**config.mk**
```make
export PLATFORM = sky130hd
export DESIGN_NAME = awd_watchdog
export DESIGN_NICKNAME = d
export VERILOG_FILES = /design/src/awd_watchdog.v
export VERILOG_INCLUDE_DIRS = /design/src
export SDC_FILE = /design/constraint.sdc
export NUM_CORES = 1
export LEC_CHECK = 0
export ABC_AREA = 1
export BUFFER_PORTS_ARGS = -buffer_cell sky130_fd_sc_hd__buf_2
export CAP_MARGIN = 20
export CORE_MARGIN = 1.5
export CORE_UTILIZATION = 54
export CTS_CLUSTER_SIZE = 24
export DETAILED_ROUTE_END_ITERATION = 10
export PLACE_DENSITY_LB_ADDON = 0.1
export SLEW_MARGIN = 40
export SYNTH_ARGS = -nofsm -noshare
export SYNTH_HDL_FRONTEND = slang
export SYNTH_SLANG_ARGS = --single-unit
```
**constraint.sdc**
```tcl
create_clock -name MCLK -period 2.6 [get_ports MCLK]
set_clock_uncertainty 0.15 [all_clocks]
set_input_delay 0.39 -clock MCLK [delete_from_list [all_inputs] [get_ports MCLK]]
set_output_delay 0.39 -clock MCLK [all_outputs]
set_load 0.01 [all_outputs]
```
**src/awd_wdt_map.vh**
```
`ifndef AWD_WDT_MAP_VH
`define AWD_WDT_MAP_VH

// ********************
// Register indices
// ********************
// Byte address is four times the index
`define AWD_IDX_LDN 10'h0F0
`define AWD_IDX_UNITS 10'h0F1
`define AWD_IDX_VALUE 10'h0F2
`define AWD_IDX_CFG 10'h0F3
`define AWD_IDX_CTRL 10'h0F4
`define AWD_IDX_ISTAT 10'h0F5
`define AWD_IDX_IMASK 10'h0F6

// ********************
// Field positions
// ********************
`define AWD_UNITS_SEC_BIT 7
`define AWD_CFG_GAME_BIT 0
`define AWD_CFG_KBD_BIT 1
`define AWD_CFG_MOUSE_BIT 2
`define AWD_CFG_MAP_HI 7
`define AWD_CFG_MAP_LO 4
`define AWD_CTRL_STAT_BIT 0
`define AWD_CTRL_FORCE_BIT 2
`define AWD_CTRL_KBCEN_BIT 3
`define AWD_IST_TIMEOUT_BIT 0
`define AWD_IST_RELOAD_BIT 1

// ********************
// Reset and fixed values
// ********************
`define AWD_RST_BYTE 8'h00
`define AWD_RST_MAP 4'h0
`define AWD_LDN 8'h08
`define AWD_MAP_OFF 4'h0
`define AWD_MAP_BAD 4'h2

// ********************
// Timing
// ********************
`define AWD_CLK_NS 100
`define AWD_SEC_NS 1000000000
// One second of 100 ns cycles, sized to the prescaler
`define AWD_SEC_CYCLES 24'h989680
`define AWD_SEC_PER_MIN 6'h3C

`endif

```
**src/awd_watchdog.v**
```verilog
// Local design decision: register access over AHB-Lite.
`timescale 1ns/1ns
`include "awd_wdt_map.vh"

module awd_watchdog #(
	parameter [23:0] SEC_CYCLES = `AWD_SEC_CYCLES,
	parameter [5:0] SEC_PER_MIN = `AWD_SEC_PER_MIN
)(
	// Clock and reset
	input wire MCLK,
	input wire SRST,
	// AHB-Lite slave
	input wire HSEL,
	input wire [31:0] HADDR,
	input wire [1:0] HTRANS,
	input wire HWRITE,
	input wire [2:0] HSIZE,
	input wire [31:0] HWDATA,
	input wire HREADY,
	output wire [31:0] HRDATA,
	output wire HREADYOUT,
	output wire HRESP,
	// Reload and trigger sources
	input wire GAME_PORT_ACCESS,
	input wire KBD_IRQ,
	input wire MOUSE_IRQ,
	input wire KBC_OUTPUT_TRIGGER,
	// Interrupt outputs
	output wire [15:0] WDT_IRQ_LINE,
	output wire IRQ
);

	// ********************
	// Constants
	// ********************
	// One-hot watchdog states
	localparam [2:0] ST_OFF = 3'h1;
	localparam [2:0] ST_RUN = 3'h2;
	localparam [2:0] ST_EXP = 3'h4;
	// Input bit order in the synchroniser
	localparam SRC_GAME = 0;
	localparam SRC_KBD = 1;
	localparam SRC_MOUSE = 2;
	localparam SRC_KBC = 3;
	// Last prescaler and second counts
	localparam [23:0] SEC_LAST = SEC_CYCLES - 24'h000001;
	localparam [5:0] MIN_LAST = SEC_PER_MIN - 6'h01;

	// ********************
	// Declarations
	// ********************
	// Bus address phase capture
	reg a_write_reg;
	reg a_read_reg;
	reg [9:0] a_idx_reg;
	reg rd_done_reg;
	reg [31:0] rdata_reg;
	reg [31:0] rdata_next;
	// Software registers
	reg units_sec_reg;
	reg [7:0] value_reg;
	reg [2:0] src_en_reg;
	reg [3:0] map_reg;
	reg kbc_en_reg;
	reg [1:0] ist_reg;
	reg [1:0] ist_next;
	reg [1:0] imask_reg;
	// Watchdog core
	reg [2:0] state_reg;
	reg [2:0] state_next;
	reg [7:0] cnt_reg;
	reg [23:0] pre_reg;
	reg [5:0] sec_cnt_reg;
	reg [15:0] irq_line_reg;
	// Input synchroniser and edge stage
	reg [3:0] sync1_reg;
	reg [3:0] sync2_reg;
	reg [3:0] sync3_reg;
	// Decoded strobes
	wire addr_acc;
	wire wr_en;
	wire [7:0] wbyte;
	wire wr_value;
	wire wr_ctrl;
	wire [3:0] rise;
	wire force_sw;
	wire force_kbc;
	wire force_ev;
	wire set_sw;
	wire clr_sw;
	wire reload_src;
	wire reload_ev;
	wire sec_tick;
	wire min_tick;
	wire unit_tick;
	wire expire;
	wire run;
	wire flag;
	wire load;
	wire map_ok;

	// ********************
	// AHB-Lite slave
	// ********************
	// Transfer accepted in its address phase
	assign addr_acc = HSEL & HTRANS[1] & HREADY;

	// Address phase capture, held over waits
	always @(posedge MCLK)
	begin
		if (SRST)
		begin
			a_write_reg <= 1'b0;
			a_read_reg <= 1'b0;
			a_idx_reg <= 10'h000;
		end
		else if (HREADY)
		begin
			a_write_reg <= addr_acc & HWRITE;
			a_read_reg <= addr_acc & ~HWRITE;
			a_idx_reg <= HADDR[11:2];
		end
	end

	// Read takes one wait state so that a
	// write just before it is seen
	always @(posedge MCLK)
	begin
		if (SRST)
			rd_done_reg <= 1'b0;
		else if (HREADY)
			rd_done_reg <= 1'b0;
		else if (a_read_reg)
			rd_done_reg <= 1'b1;
	end

	// Read data sampled in the wait cycle
	always @(posedge MCLK)
	begin
		if (SRST)
			rdata_reg <= 32'h00000000;
		else if (a_read_reg & ~rd_done_reg)
			rdata_reg <= rdata_next;
	end

	// Bus answers; always OKAY
	assign HREADYOUT = ~(a_read_reg & ~rd_done_reg);
	assign HRESP = 1'b0;
	assign HRDATA = rdata_reg;

	// Writes land in the data phase
	assign wr_en = a_write_reg;
	assign wbyte = HWDATA[7:0];
	assign wr_value = wr_en & (a_idx_reg == `AWD_IDX_VALUE);
	assign wr_ctrl = wr_en & (a_idx_reg == `AWD_IDX_CTRL);

	// ********************
	// Read multiplexer
	// ********************
	// Unmapped indices read zero
	always @*
	begin
		rdata_next = 32'h00000000;
		case (a_idx_reg)
			// Logical device number, read only
			`AWD_IDX_LDN:
				rdata_next[7:0] = `AWD_LDN;
			// Only the units bit is stored
			`AWD_IDX_UNITS:
				rdata_next[`AWD_UNITS_SEC_BIT] = units_sec_reg;
			`AWD_IDX_VALUE:
				rdata_next[7:0] = value_reg;
			// Bit three reads zero
			`AWD_IDX_CFG:
			begin
				rdata_next[2:0] = src_en_reg;
				rdata_next[7:4] = map_reg;
			end
			// Force reads zero, upper bits zero
			`AWD_IDX_CTRL:
			begin
				rdata_next[`AWD_CTRL_STAT_BIT] = flag;
				rdata_next[`AWD_CTRL_KBCEN_BIT] = kbc_en_reg;
			end
			`AWD_IDX_ISTAT:
				rdata_next[1:0] = ist_reg;
			`AWD_IDX_IMASK:
				rdata_next[1:0] = imask_reg;
			default:
				rdata_next = 32'h00000000;
		endcase
	end

	// ********************
	// Configuration registers
	// ********************
	// Writable fields; all cleared by reset
	always @(posedge MCLK)
	begin
		if (SRST)
		begin
			units_sec_reg <= 1'b0;
			value_reg <= `AWD_RST_BYTE;
			src_en_reg <= 3'h0;
			map_reg <= `AWD_RST_MAP;
			kbc_en_reg <= 1'b0;
			imask_reg <= 2'h0;
		end
		else if (wr_en)
		begin
			case (a_idx_reg)
				// Reserved bits are dropped
				`AWD_IDX_UNITS:
					units_sec_reg <= wbyte[`AWD_UNITS_SEC_BIT];
				`AWD_IDX_VALUE:
					value_reg <= wbyte;
				`AWD_IDX_CFG:
				begin
					src_en_reg <= wbyte[2:0];
					map_reg <= wbyte[`AWD_CFG_MAP_HI:`AWD_CFG_MAP_LO];
				end
				// Upper bits expected zero, ignored
				`AWD_IDX_CTRL:
					kbc_en_reg <= wbyte[`AWD_CTRL_KBCEN_BIT];
				`AWD_IDX_IMASK:
					imask_reg <= wbyte[1:0];
				default:
					imask_reg <= imask_reg;
			endcase
		end
	end

	// ********************
	// Input synchroniser
	// ********************
	// Two flops, then one more for edges
	always @(posedge MCLK)
	begin
		if (SRST)
		begin
			sync1_reg <= 4'h0;
			sync2_reg <= 4'h0;
			sync3_reg <= 4'h0;
		end
		else
		begin
			sync1_reg <= {KBC_OUTPUT_TRIGGER, MOUSE_IRQ,
				KBD_IRQ, GAME_PORT_ACCESS};
			sync2_reg <= sync1_reg;
			sync3_reg <= sync2_reg;
		end
	end

	// Rising edges; pulse ends by itself
	// even if the source stays high
	assign rise = sync2_reg & ~sync3_reg;

	// ********************
	// Event decode
	// ********************
	// Reload sources, each gated by its enable
	assign reload_src =
		(rise[SRC_GAME] & src_en_reg[`AWD_CFG_GAME_BIT]) |
		(rise[SRC_KBD] & src_en_reg[`AWD_CFG_KBD_BIT]) |
		(rise[SRC_MOUSE] & src_en_reg[`AWD_CFG_MOUSE_BIT]);
	// A value write restarts as well
	assign reload_ev = reload_src | wr_value;

	// Software force is a one-cycle strobe,
	// never stored, so it reads back zero
	assign force_sw = wr_ctrl & wbyte[`AWD_CTRL_FORCE_BIT];
	// Trigger edge only when enabled
	assign force_kbc = rise[SRC_KBC] & kbc_en_reg;
	assign force_ev = force_sw | force_kbc;

	// Status bit writes
	assign set_sw = wr_ctrl & wbyte[`AWD_CTRL_STAT_BIT];
	assign clr_sw = wr_ctrl & ~wbyte[`AWD_CTRL_STAT_BIT];

	// ********************
	// Time base
	// ********************
	assign run = state_reg[1];
	assign flag = state_reg[2];

	// One-cycle second and minute enables
	assign sec_tick = run & (pre_reg == SEC_LAST);
	assign min_tick = sec_tick & (sec_cnt_reg == MIN_LAST);
	// Unit selected by the units bit
	assign unit_tick = units_sec_reg ? sec_tick : min_tick;

	// Counted expiry on the last unit
	assign expire = unit_tick & (cnt_reg == 8'h01);

	// Prescaler restarts with every load
	always @(posedge MCLK)
	begin
		if (SRST)
		begin
			pre_reg <= 24'h000000;
			sec_cnt_reg <= 6'h00;
		end
		else if (load | ~run)
		begin
			pre_reg <= 24'h000000;
			sec_cnt_reg <= 6'h00;
		end
		else if (sec_tick)
		begin
			pre_reg <= 24'h000000;
			if (min_tick)
				sec_cnt_reg <= 6'h00;
			else
				sec_cnt_reg <= sec_cnt_reg + 6'h01;
		end
		else
			pre_reg <= pre_reg + 24'h000001;
	end

	// ********************
	// Watchdog state machine
	// ********************
	// Next state from events and value
	always @*
	begin
		state_next = state_reg;
		case (state_reg)
			// Zero value: no counted expiry
			ST_OFF:
			begin
				if (force_ev | set_sw)
					state_next = ST_EXP;
				else if (value_reg != 8'h00)
					state_next = ST_RUN;
			end
			ST_RUN:
			begin
				if (force_ev | set_sw | expire)
					state_next = ST_EXP;
				else if (value_reg == 8'h00)
					state_next = ST_OFF;
			end
			// A force wins over a clear in the same cycle
			ST_EXP:
			begin
				if (clr_sw & ~force_ev)
				begin
					if (value_reg != 8'h00)
						state_next = ST_RUN;
					else
						state_next = ST_OFF;
				end
			end
			default:
				state_next = ST_OFF;
		endcase
	end

	// State register
	always @(posedge MCLK)
	begin
		if (SRST)
			state_reg <= ST_OFF;
		else
			state_reg <= state_next;
	end

	// Load on entering run or on a reload
	assign load = state_next[1] & (~run | reload_ev);

	// Remaining units; a value being written
	// loads straight from the bus, not the old copy
	always @(posedge MCLK)
	begin
		if (SRST)
			cnt_reg <= 8'h00;
		else if (load)
			cnt_reg <= wr_value ? wbyte : value_reg;
		else if (run & unit_tick)
			cnt_reg <= cnt_reg - 8'h01;
	end

	// ********************
	// Interrupts
	// ********************
	// Routing value usable unless off or invalid
	assign map_ok = (map_reg != `AWD_MAP_OFF) & (map_reg != `AWD_MAP_BAD);

	// Status flag drives the routed line
	always @(posedge MCLK)
	begin
		if (SRST)
			irq_line_reg <= 16'h0000;
		else if (state_next[2] & map_ok)
			irq_line_reg <= 16'h0001 << map_reg;
		else
			irq_line_reg <= 16'h0000;
	end
	assign WDT_IRQ_LINE = irq_line_reg;

	// Sticky events, write one to clear
	always @*
	begin
		ist_next = ist_reg;
		if (wr_en & (a_idx_reg == `AWD_IDX_ISTAT))
			ist_next = ist_reg & ~wbyte[1:0];
		// Setting beats the clear
		if (state_next[2] & ~flag)
			ist_next[`AWD_IST_TIMEOUT_BIT] = 1'b1;
		if (run & reload_src)
			ist_next[`AWD_IST_RELOAD_BIT] = 1'b1;
	end

	// Interrupt status register
	always @(posedge MCLK)
	begin
		if (SRST)
			ist_reg <= 2'h0;
		else
			ist_reg <= ist_next;
	end

	// Level output while unmasked bit set
	assign IRQ = |(ist_reg & imask_reg);

endmodule // awd_watchdog

```
==> impl_metrics.json <==
{
  "status": "finished clean",
  "synth_cell_types": 41,
  "clock_latency_ps": 380,
  "path_clk_slew_ps": 110,
  "ys_ff_latch": 111,
  "met2_usage": 0.347,
  "die_h_um": 102,
  "place_ws_ps": 325,
  "synth_top_area_cell": "dfxtp_1",
  "track_usage": 0.213,
  "cts_resized": 0,
  "hold_class": "input pin to register",
  "busiest_layer": "met2",
  "ff_latch_area_um2": 2220,
  "drt_pass1_iterations": 5,
  "fmaxAchievable_mhz": 440,
  "synth_edf_count": 0,
  "clock-root-buffer": "clkbuf_8",
  "syn_to_final_growth_pct": 8.91,
  "num-nets-final": 832,
  "clock_sinks": 111,
  "syn-cell-area_um2": 5260,
  "wl_per_cell_um": 12.1,
  "path_buf_inv": 1,
  "setup_tns_ps": 0,
  "yosysMostFrequentCell": "dfxtp_1",
  "worstPathCellList": "ha_1, nand3_2, nor2_2, nand2_1, nor3_1, nand3_1, nor2_1, nand2_1, nor2_1, xor2_1, inv_1, nor2_2",
  "numCtsBuffers": 9,
  "floorplan.initialDensity": 0.564,
  "met1_usage": 0.286,
  "first_global_vias": 3909,
  "layout-drive-gt1-share": 0.163,
  "ant_nets": 0,
  "worstSetupPathType": "register to register",
  "core_area_um2": 9330,
  "stdcell_count": 884,
  "use_met3": 0.0455,
  "grt-ovfl-total": 0,
  "drv_slew": 0,
  "grt_max_degree": 33,
  "fin_ws_ps": 329,
  "gp_congestion": 0.904,
  "power_density_nw_per_um2": 495,
  "portBuffers": 53,
  "multi_input_area_um2": 2480,
  "dr.first_iter.drc_count": 213,
  "finalSetupViolations": 0,
  "synth.top_cells.by_area": "dfxtp_1, inv_1, nor2_1, nand2_1, nand3_1",
  "rsz0062_at_grt": "no",
  "finalCritPeriodShare": 0.873,
  "antennaDiodeCount": 0,
  "vias": 4405,
  "cp_top_family": "simple AND/OR/NAND/NOR gates",
  "critical_path.max_fanout": 4,
  "rows": 35,
  "placed_area_um2": 5550,
  "die-area_um2": 10300,
  "end_kind": "register",
  "slowest_stage": "dfxtp_1",
  "drv_cap": 0,
  "cp.arrival_ps": 2440,
  "ys_warn_count": 0,
  "grt_pass1_wl_um": 17600,
  "async_reset_ff_frac": 0,
  "postCtsHoldBufs": 0,
  "placed_cells": 868,
  "synthCells": 698,
  "cts_tree": "done",
  "post-route-cell-area_um2": 5730,
  "yosys-top-cells-count": "dfxtp_1, inv_1, nor2_1",
  "routed_wirelength_um": 10700,
  "die_x_um": 102,
  "finalHoldViolCount": 0,
  "cp-start-kind": "register",
  "power_leakage_nw": 2.30,
  "post_cts_buffers": 0,
  "cts_buffer_depth": 2,
  "synth.top_cell.area_share": 0.422,
  "post-route-drc-count": 0,
  "cts_max_level": 3,
  "cp.required_ps": 2770,
  "routed_via_density": 4.98,
  "antenna_found_initial": 0,
  "ys_seq_area_frac": 0.422,
  "syn_avg_cell_area_um2": 7.54,
  "yosys_most_used_dff": "dfxtp_1",
  "place_hpwl_um": 8050,
  "finalCriticalPeriod_ps": 2270,
  "largest_register_ffs": 24,
  "slowest_delay_ps": 360,
  "num-fill-cells": 877,
  "io_pins": 129,
  "ir_drop_mv": 0.469
}
-- area by class of cell --
class,instances,share of cell area
clock buffer,9,0.0216
clock inverter,7,0.00960
inverter,98,0.0642
multi-input combinational,471,0.433
sequential,111,0.388
tap,129,0.0282
timing repair buffer,59,0.0563
-- cells in the final DEF, fill, tap and decap left out, drive strengths merged, types with 18 or more instances in the layout --
cell,Yosys,routed
xor2,24,24
nor2,121,121
conb,1,27
a21oi,30,30
nor3,23,23
buf,31,59
nand2,92,92
inv,98,100
nand3,62,62
nand4,18,18
dfxtp,111,111
o21ai,36,36
-- where the power goes --
group,switching [mW],total (mW),internal [mW]
registers,0.0159,1.74,1.73
clock network,0.602,0.961,0.359
logic,0.0897,0.134,0.0443
-- metal layers --
metal,part of all wire,vias to the layer above
li1,-,2297
met1,0.48,1977
met2,0.46,119
met3,0.051,12
met4,0.010,0
met5,0,-
-- path summary, 6_finish.rpt --
kind	from	to	slack, ps	depth (start not counted)
min	KBC_OUTPUT_TRIGGER	sync1_reg[3]	60	3
max	pre_reg[1]	pre_reg[20]	330	12
max reg2reg	pre_reg[1]	pre_reg[20]	330	12
min reg2reg	sync1_reg[0]	sync2_reg[0]	260	2
-- kinds of logic after synthesis --
| group | share of synthesized area |
|---|---|
| compound gates | 0.0898 |
| flops | 0.422 |
| xor+xnor | 0.0532 |
| fa+ha+maj | 0.00951 |
| simple gates | 0.299 |
| buf+inv | 0.125 |
| other cells | 0.000712 |
-- worst min-delay path: stages --
cell and delay [ps]:
buf_2 90, inv_1 40, nor2_1 30
-- per-stage QoR --
stage,power (mW),hold slack (ps),util
global route,2.94,40.0,0.615
CTS,2.86,41.4,0.615
detailed placement,1.91,245,0.595
global placement,1.91,238,0.595
finish,2.84,56.6,0.615
floorplan,1.89,238,-
No activity file was read; power rests on OpenSTA's default activity.
